--- src/rtl/ptc_pkg.sv ---
// package: register map, field layout and types of the paired timer
package ptc_pkg;

    localparam int unsigned PTC_ADDR_W = 4;

    // byte offsets on the bus
    localparam logic [PTC_ADDR_W-1:0] PTC_OFF_CONTROL = 4'h0;
    localparam logic [PTC_ADDR_W-1:0] PTC_OFF_COUNT   = 4'h4;
    localparam logic [PTC_ADDR_W-1:0] PTC_OFF_PERIOD  = 4'h8;

    // control field positions
    localparam int unsigned PTC_BIT_RUN       = 15;
    localparam int unsigned PTC_BIT_IDLE_HALT = 13;
    localparam int unsigned PTC_BIT_GATE      = 6;
    localparam int unsigned PTC_BIT_PS_HI     = 5;
    localparam int unsigned PTC_BIT_PS_LO     = 4;
    localparam int unsigned PTC_BIT_PAIR      = 3;
    localparam int unsigned PTC_BIT_CLK_SRC   = 1;

    // implemented control bits, all others read zero
    localparam logic [15:0] PTC_CONTROL_MASK  = 16'ha07a;
    localparam logic [15:0] PTC_CONTROL_RESET = 16'h0000;
    localparam logic [31:0] PTC_PERIOD_RESET  = 32'hffff_ffff;

    // prescale codes and terminal counts (ratio minus one)
    localparam logic [1:0] PTC_PS_1   = 2'h0;
    localparam logic [1:0] PTC_PS_8   = 2'h1;
    localparam logic [1:0] PTC_PS_64  = 2'h2;
    localparam logic [1:0] PTC_PS_256 = 2'h3;
    localparam logic [7:0] PTC_TC_1   = 8'h00;
    localparam logic [7:0] PTC_TC_8   = 8'h07;
    localparam logic [7:0] PTC_TC_64  = 8'h3f;
    localparam logic [7:0] PTC_TC_256 = 8'hff;

    typedef struct packed {
        logic       timer_run;
        logic       idle_halt;
        logic       gate_accumulate_enable;
        logic [1:0] prescale_select;
        logic       pair_wide_mode;
        logic       clock_source_select;
    } ptc_control_t;

    function automatic ptc_control_t ptc_unpack(input logic [15:0] w);
        ptc_control_t c;
        c.timer_run              = w[PTC_BIT_RUN];
        c.idle_halt              = w[PTC_BIT_IDLE_HALT];
        c.gate_accumulate_enable = w[PTC_BIT_GATE];
        c.prescale_select        = w[PTC_BIT_PS_HI:PTC_BIT_PS_LO];
        c.pair_wide_mode         = w[PTC_BIT_PAIR];
        c.clock_source_select    = w[PTC_BIT_CLK_SRC];
        return c;
    endfunction

endpackage

--- src/rtl/ptc_prescaler.sv ---
// prescaler turning count events into one-cycle ticks
`timescale 1ns/1ps
module ptc_prescaler
    import ptc_pkg::*;
(
    input  wire logic       clk_i,
    input  wire logic       rst_i,
    input  wire logic       clear_i,
    input  wire logic       event_i,
    input  wire logic [1:0] prescale_select_i,
    output logic            tick_o
);

    logic [7:0] div;
    logic [7:0] next_div;
    logic [7:0] terminal;

    always_comb begin
        unique case (prescale_select_i)
            PTC_PS_1:   terminal = PTC_TC_1;
            PTC_PS_8:   terminal = PTC_TC_8;
            PTC_PS_64:  terminal = PTC_TC_64;
            PTC_PS_256: terminal = PTC_TC_256;
        endcase
    end

    // a shrinking ratio could strand div above terminal, so compare >=
    assign tick_o = event_i && (div >= terminal);

    always_comb begin
        next_div = div;
        if (clear_i) begin
            next_div = 8'h00;
        end else if (tick_o) begin
            next_div = 8'h00;
        end else if (event_i) begin
            next_div = div + 8'h01;
        end
    end

    always_ff @(posedge clk_i) begin
        if (rst_i) begin
            div <= 8'h00;
        end else begin
            div <= next_div;
        end
    end

endmodule // ptc_prescaler

--- src/rtl/ptc_timer.sv ---
// paired 16/32-bit timer with control register on a wishbone slave
//
// The implementer's own choices: the register addresses and the Wishbone interface to the registers.
`timescale 1ns/1ps
module ptc_timer
    import ptc_pkg::*;
#(
    parameter int unsigned HALF_W = 16
) (
    input  wire logic        clk_i,
    input  wire logic        rst_i,
    // classic wishbone slave
    input  wire logic        wb_cyc_i,
    input  wire logic        wb_stb_i,
    input  wire logic        wb_we_i,
    input  wire logic [3:0]  wb_adr_i,
    input  wire logic [3:0]  wb_sel_i,
    input  wire logic [31:0] wb_dat_i,
    output logic [31:0]      wb_dat_o,
    output logic             wb_ack_o,
    // device and pins
    input  wire logic        idle_mode_i,
    input  wire logic        external_count_pin_i,
    input  wire logic        gate_i,
    output logic             period_match_o,
    output logic             pair_wide_mode_o
);

    initial begin
        if (HALF_W != 16) begin
            $error("ptc_timer: HALF_W must be 16");
        end
    end

    localparam int unsigned FULL_W = 2 * HALF_W;

    ////////////////////////////////////////////////////////////////////////
    // register file

    logic [15:0]       control;
    logic [15:0]       next_control;
    logic [FULL_W-1:0] period;
    logic [FULL_W-1:0] next_period;
    logic [FULL_W-1:0] count;
    logic [FULL_W-1:0] next_count;
    logic              ack;
    logic              next_ack;
    logic [31:0]       rdata;
    logic [31:0]       next_rdata;
    ptc_control_t      ctl;

    assign ctl = ptc_unpack(control);

    function automatic logic [31:0] ptc_merge(input logic [31:0] old,
                                              input logic [31:0] wr,
                                              input logic [3:0]  sel);
        logic [31:0] r;
        r = old;
        for (int b = 0; b < 4; b++) begin
            if (sel[b]) begin
                r[b*8 +: 8] = wr[b*8 +: 8];
            end
        end
        return r;
    endfunction

    logic req;
    logic wr_ctl;
    logic wr_cnt;
    logic wr_per;
    logic [31:0] ctl_merged;
    logic [31:0] cnt_merged;
    logic [31:0] per_merged;

    assign req    = wb_cyc_i && wb_stb_i && !ack;
    assign wr_ctl = req && wb_we_i && (wb_adr_i == PTC_OFF_CONTROL);
    assign wr_cnt = req && wb_we_i && (wb_adr_i == PTC_OFF_COUNT);
    assign wr_per = req && wb_we_i && (wb_adr_i == PTC_OFF_PERIOD);
    assign ctl_merged = ptc_merge({16'h0000, control}, wb_dat_i, wb_sel_i);
    assign cnt_merged = ptc_merge(32'(count), wb_dat_i, wb_sel_i);
    assign per_merged = ptc_merge(32'(period), wb_dat_i, wb_sel_i);

    always_comb begin
        next_ack    = req;
        next_rdata  = 32'h0000_0000;
        next_control = control;
        next_period  = period;
        if (wr_ctl) begin
            next_control = ctl_merged[15:0] & PTC_CONTROL_MASK;
        end
        if (wr_per) begin
            next_period = per_merged[FULL_W-1:0];
        end
        if (req && !wb_we_i) begin
            unique case (wb_adr_i)
                PTC_OFF_CONTROL: next_rdata = {16'h0000, control};
                PTC_OFF_COUNT:   next_rdata = 32'(count);
                PTC_OFF_PERIOD:  next_rdata = 32'(period);
                default:         next_rdata = 32'h0000_0000;
            endcase
        end
    end

    always_ff @(posedge clk_i) begin
        if (rst_i) begin
            control  <= PTC_CONTROL_RESET;
            period   <= PTC_PERIOD_RESET;
            ack      <= 1'b0;
            rdata    <= 32'h0000_0000;
        end else begin
            control  <= next_control;
            period   <= next_period;
            ack      <= next_ack;
            rdata    <= next_rdata;
        end
    end

    assign wb_ack_o = ack;
    assign wb_dat_o = rdata;

    ////////////////////////////////////////////////////////////////////////
    // count source

    logic pin_q;
    logic next_pin_q;
    logic pin_rise;
    logic halted;
    logic gating;
    logic src_event;
    logic tick;

    assign next_pin_q = external_count_pin_i;
    assign pin_rise   = external_count_pin_i && !pin_q;

    // idle halt wins over every count source while the device idles
    assign halted = ctl.idle_halt && idle_mode_i;
    assign gating = ctl.gate_accumulate_enable
                    && !ctl.clock_source_select;

    always_comb begin
        src_event = 1'b0;
        if (ctl.timer_run && !halted) begin
            if (ctl.clock_source_select) begin
                src_event = pin_rise;
            end else if (gating) begin
                src_event = gate_i;
            end else begin
                src_event = 1'b1;
            end
        end
    end

    ptc_prescaler u_prescaler (
        .clk_i             (clk_i),
        .rst_i             (rst_i),
        .clear_i           (!ctl.timer_run),
        .event_i           (src_event),
        .prescale_select_i (ctl.prescale_select),
        .tick_o            (tick)
    );

    ////////////////////////////////////////////////////////////////////////
    // counter: low half always, high half only when paired

    logic              match;
    logic              match_q;
    logic              next_match_q;
    logic [HALF_W-1:0] lo_inc;

    assign lo_inc = count[HALF_W-1:0] + HALF_W'(1);

    // narrow mode compares only the low half; period restarts at zero
    assign match = ctl.pair_wide_mode
                   ? (count == period)
                   : (count[HALF_W-1:0] == period[HALF_W-1:0]);

    always_comb begin
        next_count   = count;
        next_match_q = 1'b0;
        if (wr_cnt) begin
            next_count = cnt_merged[FULL_W-1:0];
        end else if (tick) begin
            next_match_q = match;
            if (ctl.pair_wide_mode) begin
                next_count = match ? '0 : count + FULL_W'(1);
            end else begin
                next_count[HALF_W-1:0] = match ? '0 : lo_inc;
            end
        end
    end

    always_ff @(posedge clk_i) begin
        if (rst_i) begin
            count   <= '0;
            match_q <= 1'b0;
            pin_q   <= 1'b0;
        end else begin
            count   <= next_count;
            match_q <= next_match_q;
            pin_q   <= next_pin_q;
        end
    end

    assign period_match_o   = match_q;
    assign pair_wide_mode_o = ctl.pair_wide_mode;

endmodule // ptc_timer

--- config.mk ---
export PLATFORM = sky130hd
export DESIGN_NAME = ptc_timer
export DESIGN_NICKNAME = d
export VERILOG_FILES = /design/src/rtl/ptc_pkg.sv /design/src/rtl/ptc_prescaler.sv /design/src/rtl/ptc_timer.sv
export SDC_FILE = /design/constraint.sdc
export NUM_CORES = 1
export LEC_CHECK = 0
export ABC_AREA = 0
export BUFFER_PORTS_ARGS = -buffer_cell sky130_fd_sc_hd__buf_4
export CAP_MARGIN = 20
export CORE_ASPECT_RATIO = 1.25
export CORE_MARGIN = 2
export CORE_UTILIZATION = 25
export DETAILED_ROUTE_END_ITERATION = 10
export PLACE_DENSITY = 0.5
export SLEW_MARGIN = 0
export SYNTH_ARGS = -nofsm -noshare
export SYNTH_HDL_FRONTEND = slang
export SYNTH_SLANG_ARGS = --single-unit
--- constraint.sdc ---
create_clock -name clk_i -period 4.3 [get_ports clk_i]
set_input_delay 0.86 -clock clk_i [delete_from_list [all_inputs] [get_ports clk_i]]
set_output_delay 0.86 -clock clk_i [all_outputs]
set_load 0.02 [all_outputs]
**Yosys cells after proc, flatten, opt, wreduce, memory -nomap -nowiden**

Index checks and enable logic that the tools add are counted.

- Register bits: 114
- Memories kept: 0
- Latch bits: 0
- Memory bits (writable): 0
- Bits in read-only memories: 0
- Logic and storage cells: 83

- Multiplexer cells: 16
- Shifts and indexed selects: 0
- Bitwise logic cells: 3
- Equality and inequality tests: 11
- Add/sub/neg operators: 3
- Reductions and logical operators: 34
- Divide/modulo/power cells: 0
- Order comparisons: 1
- Multipliers: 0

Operators by type and width:

| operator | number |
|---|---|
| 32-bit 2-to-1 mux | 3 |
| 32-bit one-hot mux with 3 select lines | 1 |
| 16-bit 2-to-1 mux | 3 |
| 32-bit by 1-bit adder with 32-bit output, second input constant | 1 |
| 32-bit == test | 1 |
| 8-bit 2-to-1 mux | 4 |
| 8-bit one-hot mux with 4 select lines | 1 |
| 16-bit by 1-bit adder with 16-bit output, second input constant | 1 |
| 16-bit == test | 1 |
| 2-bit AND reduction | 8 |
| 1-bit logical AND | 12 |
| 8-bit by 1-bit adder with 8-bit output, second input constant | 1 |
| 8-bit greater-or-equal comparator | 1 |
| 2-bit inequality test, second input constant | 4 |
| 3-bit AND reduction | 2 |
| 3-bit OR reduction | 2 |
| 1-bit logical NOT | 5 |
| 2-bit == test, second input constant | 2 |
| 4-bit by 3-bit == test with 1-bit output, second input constant | 1 |
| 4-bit == test, second input constant | 1 |
| 4-bit logical NOT | 1 |
| 1-bit 2-to-1 mux | 4 |
| 2-bit nonzero test | 2 |
| 1-bit NOT | 3 |
| other kinds (3) | 3 |

**Logic depth before layout (Yosys ltp)**

- Depth after elaboration: 8
- Mapped depth: 10
- Gate-level depth less buffers: 9

**By module**

From an unflattened synthesis, not the netlist that was laid out.

- Cell total of the unflattened synthesis: 693
- Area, all modules: 5748.0 µm²

By module, submodules not included:

| module | area each (µm²) | cells an instance | instances |
|---|---|---|---|
| ptc_timer | 5136.2 | 634 | 1 |
| ptc_prescaler | 611.8 | 59 | 1 |

**Worst setup path before layout**

OpenSTA, ideal clock, no wires.

- Path kind: input-to-reg
- Start: input port wb_adr_i[3]
- End: register count[5]
- Stages on the path: 9
- Required time: 4180 ps
- Buffers on the path: 3
- Data arrival time: 2362 ps
- Slack: 1818 ps
- Cell sequence: nor4b_4 nor2b_1 buf_2 buf_6 nand2_1 o31ai_1 buf_2 nor2_1 a211o_1

- Longest elaborated chain between the ends: 4

Ends and longest elaborated chain:

| what | line | source |
|---|---|---|
| start, declared | ptc_timer.sv:16 | `input wire logic [3:0] wb_adr_i,` |
| 4-bit by 3-bit == test with 1-bit output (*) | ptc_timer.sv:77 | `assign wr_cnt = req && wb_we_i && (wb_adr_i == PTC_OFF_COUNT);` |
| 1-bit logical AND (*) | ptc_timer.sv:77 |  |
| 2-bit inequality test (no line) or 2-bit nonzero test (tied branches) | - |  |
| 2-bit AND reduction (no line) | - |  |
| end signal, assigned | ptc_timer.sv:198 | `count <= next_count;` |
| end, declared | ptc_timer.sv:44 | `logic [FULL_W-1:0] count;` |

Mark *: on every way between the ends. The rest lies on a longest branch, timed or not.
A chain may end at the register's enable or synchronous reset.

**Worst setup path after layout**

- Start: register count[1]
- End: register count[18]

- Longest elaborated chain between the ends: 6

Ends and longest elaborated chain:

| what | line | source |
|---|---|---|
| parallel branches: the longest is 2 deep, another holds 32-bit by 1-bit adder with 32-bit output | - |  |
| 32-bit 2-to-1 mux (*) | ptc_timer.sv:185 | `next_count = match ? '0 : count + FULL_W'(1);` |
| 16-bit 2-to-1 mux (*) | ptc_timer.sv:184 | `if (ctl.pair_wide_mode) begin` |
| 32-bit 2-to-1 mux (*) | ptc_timer.sv:182 | `end else if (tick) begin` |
| 32-bit 2-to-1 mux (*) | ptc_timer.sv:180 | `if (wr_cnt) begin` |

Mark *: on every way between the ends. The select of a mux whose other input is x is not followed.

==> reports/metrics.sh <==
SYN-CELL-AREA_UM2=5830
LARGEST_AREA_CONTRIBUTOR_IN_THE_NETLIST='sky130_fd_sc_hd__dfxtp_1'
DIEAREA_UM2=24500
REPORT.FINAL.SLEW_VIOL_COUNT=0
VIAS=5300
WORST_PATH_LARGEST_CELL_DELAY_PS=630
DIE_HEIGHT_UM=175
PLACEMENTROWS=62
NETLIST-CELL-TYPE-COUNT=79
TRITONCTS_NUM_SINKS=114
INSERTED_CLOCK_BUFFERS=17
YOSYS_WARNINGS=0
WORST_VDD_DROP_V=0.000215
YOSYS-TOP-CELLS-AREA='sky130_fd_sc_hd__dfxtp_1 39%, sky130_fd_sc_hd__nand2_1 7.0%, sky130_fd_sc_hd__nor2_1 5.3%, sky130_fd_sc_hd__nand3_1 4.9%, sky130_fd_sc_hd__a22oi_1 4.1%'
GRT_SETUP_UNREPAIRED='false'
CPMAXSTAGEDELAYCELL='sky130_fd_sc_hd__o21ai_1'
CRITPATHMAXFANOUT=13
RATIO_OF_TOTAL_POWER_TO_CELL_AREA_nW_PER_UM2=346
FMAXACHIEVABLE_MHz=355
ANTENNA_FOUND_INITIAL=0
TIMING.FINAL.CRIT_SHARE_PCT=65.5
GRT_START_MAX_NET_PINS=34
WORSTPATHBUFFERINVERTERCOUNT=1
AREA_GROWTH_SYN_TO_LAYOUT_PCT=23.1
FINALWORSTPATHREQUIREDPERIOD_PS=2820
YOSYSTOPAREACELLSHARE_PCT=39.2
POST-ROUTE-DRC-COUNT=0
OUTCOME='completed'
CTS_MAX_LEVEL=4
YOSYSSEQAREASHARE_PCT=39.2
VIASPERCELL=4.97
CLOCK_PIN_SLEW_OF_THE_REGISTERS_ON_THE_WORST_CASE_SETUP_AND_HOLD_PATHS_PS=60
POST_DRT_WL_PER_CELL_UM=17.4
CP-START-KIND='flip-flop'
CLK_LATENCY_PS=420
FLOORPLAN.IO_PINS=83
SETUP_VIOLATIONS=0
POST_SYNTH_NET_TOTAL=766
SYNTH.AVG_CELL_AREA_UM2=8.23
FIRSTDRTPASSITERS=5
ROUTED_WL_MM=18.6
WS_PATH_TYPE='flip-flop to flip-flop'
NUM_ANTENNA_CELLS=0
GLOBALROUTETOTALUTIL_PCT=15.3
HOLDBUFCOUNTCTS=0
TIMING.HOLD.WORST.CLASS='flip-flop to flip-flop'
GROUTE.LAYER.MET1.USAGE_PCT=18.2
CP-END-KIND='flip-flop'
ASYNC_FLOP_SHARE_PCT=0
POST_CTS_RESIZED=0
ROUTABILITYCONGESTION=0.870
GRT_UTIL_MET3_PCT=3.67
TIMING.SETUP.TNS_PS=0
STARTING_DENSITY_OF_THE_CORE_PCT=25.4
FIN_HOLD_WS_PS=479
FIN_CLK_SKEW_PS=12.5
OVERFLOW=0
TIMING.FINAL.HOLD_VIOLATIONS=0
DIE_WIDTH_UM=141
DP_HPWL_MM=13.5
YS_SEQ_ELEMENTS=114
YOSYSMOSTFREQUENTCELL='sky130_fd_sc_hd__dfxtp_1'
TRITONCTS='yes'
TIMING.CRITICAL_PATH.CELLS='xor2_1 -> nor4_1 -> nand4_1 -> o21ai_1 -> buf_4 -> o41ai_1 -> a22o_1'
IO_BUFFER_COUNT=82
MAX_SLEW.WORST_PIN.SLEW_PS=874
NNETSFINAL=823
POST_SYNTH_INST_COUNT=708
PROPORTION_OF_LAYOUT_CELLS_WITH_A_DRIVE_SUFFIX_ABOVE_1_PCT=19.5
CLOCK-ROOT-BUFFER='sky130_fd_sc_hd__clkbuf_16'
N_FILL_CELL=2480
CP.REQUIRED_PS=4610
POWER_LEAKAGE_nW=2.76
CLOCKBUFFERDEPTH=2
MAX-CAP-VIOLATIONS=0
GRT_PASS1_WL_MM=29.2
MAX_SLEW_MARGIN_PCT=41.2
FLOORPLAN.CORE_AREA_UM2=23000
EDFF_COUNT_SYNTH=0
GRT_PASS1_VIAS=5292
ROUTE.ANTENNA.REMAINING_NETS=0
POST-CTS-SETUP-BUFFERS=0
WORST_PATH_ARRIVAL_PS=3120
CPLARGESTDELAYFAMILY='compound AO/OA/AOI/OAI gates'
SYNTH.TOP_CELLS.BY_COUNT='114 x sky130_fd_sc_hd__dfxtp_1, 108 x sky130_fd_sc_hd__nand2_1, 82 x sky130_fd_sc_hd__nor2_1'
SYNTH_FF_TYPE='sky130_fd_sc_hd__dfxtp_1'
DRT_ITER0_DRC=378
TOP_USAGE_LAYER='met2'
USE_MET2_PCT=26.5
cells in the final DEF (no fill, tap or decap), types with 7 or more instances in the layout:
master and count:
sky130_fd_sc_hd__o21ai_0 11, sky130_fd_sc_hd__buf_4 90, sky130_fd_sc_hd__a21oi_1 16, sky130_fd_sc_hd__inv_1 10, sky130_fd_sc_hd__ha_1 10, sky130_fd_sc_hd__xnor2_1 22
sky130_fd_sc_hd__xor2_1 27, sky130_fd_sc_hd__nand4_1 13, sky130_fd_sc_hd__clkbuf_16 17, sky130_fd_sc_hd__o22ai_1 11, sky130_fd_sc_hd__nand2_1 108, sky130_fd_sc_hd__a22oi_1 32
sky130_fd_sc_hd__nand3_1 57, sky130_fd_sc_hd__nor3_1 7, sky130_fd_sc_hd__a22o_1 8, sky130_fd_sc_hd__o41ai_1 8, sky130_fd_sc_hd__nor2_1 82, sky130_fd_sc_hd__dfxtp_1 114
worst min-delay path: cells and delay by family (launching register included):
| kind | cells | cell delay (ps) |
|---|---|---|
| and+or+nand+nor | 1 | 60 |
| AOI/OAI and AO/OA | 1 | 50 |
| DFF | 1 | 320 |
cell families (layout without fill, tap and decap cells):
group	count (synthesis)	in the layout	share of synthesized area (%)
and+or+nand+nor	316	316	25.9
AOI/OAI and AO/OA	148	148	19.2
DFF	114	114	39.2
adders and majority gates	10	10	2.15
buffers and inverters	64	134	4.85
xor gates and xnor gates	49	49	7.37
muxes	7	7	1.33
sequential cells by signal, indices dropped and copies added (netlist names):
name	cells
control	7
count	32
period	32
period_match_o	1
pin_q	1
u_prescaler.div	8
wb_ack_o	1
wb_dat_o	32
metal layers:
layer / vias up / wire length, um
met3: 29 / 820
met4: 0 / 423
met1: 2491 / 8080
met2: 142 / 9250
li1: 2638 / -
met5: - / 0
final timing paths:
check | cells past startpoint | startpoint | slack, ps | to
max | 7 | count[1] | 1480 | count[18]
max reg2reg | 7 | count[1] | 1480 | count[18]
min reg2reg | 2 | control[6] | 480 | control[6]
min | 2 | control[6] | 480 | control[6]
final cells by class:
type	instances	area (um^2)	share of cell area (%)
clock buffer	19	453	6.31
clock inverter	13	87.6	1.22
inverter	12	47.5	0.663
multi-input combinational	530	3270	45.5
sequential	114	2280	31.8
tap	288	360	5.02
timing repair buffer	90	676	9.42
where the power goes:
group	leakage (nW)	internal, mW	total, mW	switching [mW]
clock	0.265	0.762	1.29	0.525
combinational	1.57	0.0549	0.124	0.0687
sequential	0.920	1.06	1.07	0.00787
through the flow:
stage / worst slack [ps] / std cells / util [%] / area [um^2] / power, mW
after floorplan: 1820 / 708 / - / 5830 / 1.15
after global placement: 1300 / 1034 / 28.9 / 6630 / 1.22
after detailed placement: 1270 / 1034 / 28.9 / 6630 / 1.22
after CTS: 1480 / 1066 / 31.2 / 7170 / 2.52
after global routing: 1240 / 1066 / 31.2 / 7170 / 2.57
final: 1480 / 1066 / 31.2 / 7170 / 2.48
Power figures use the tool's default switching activity.
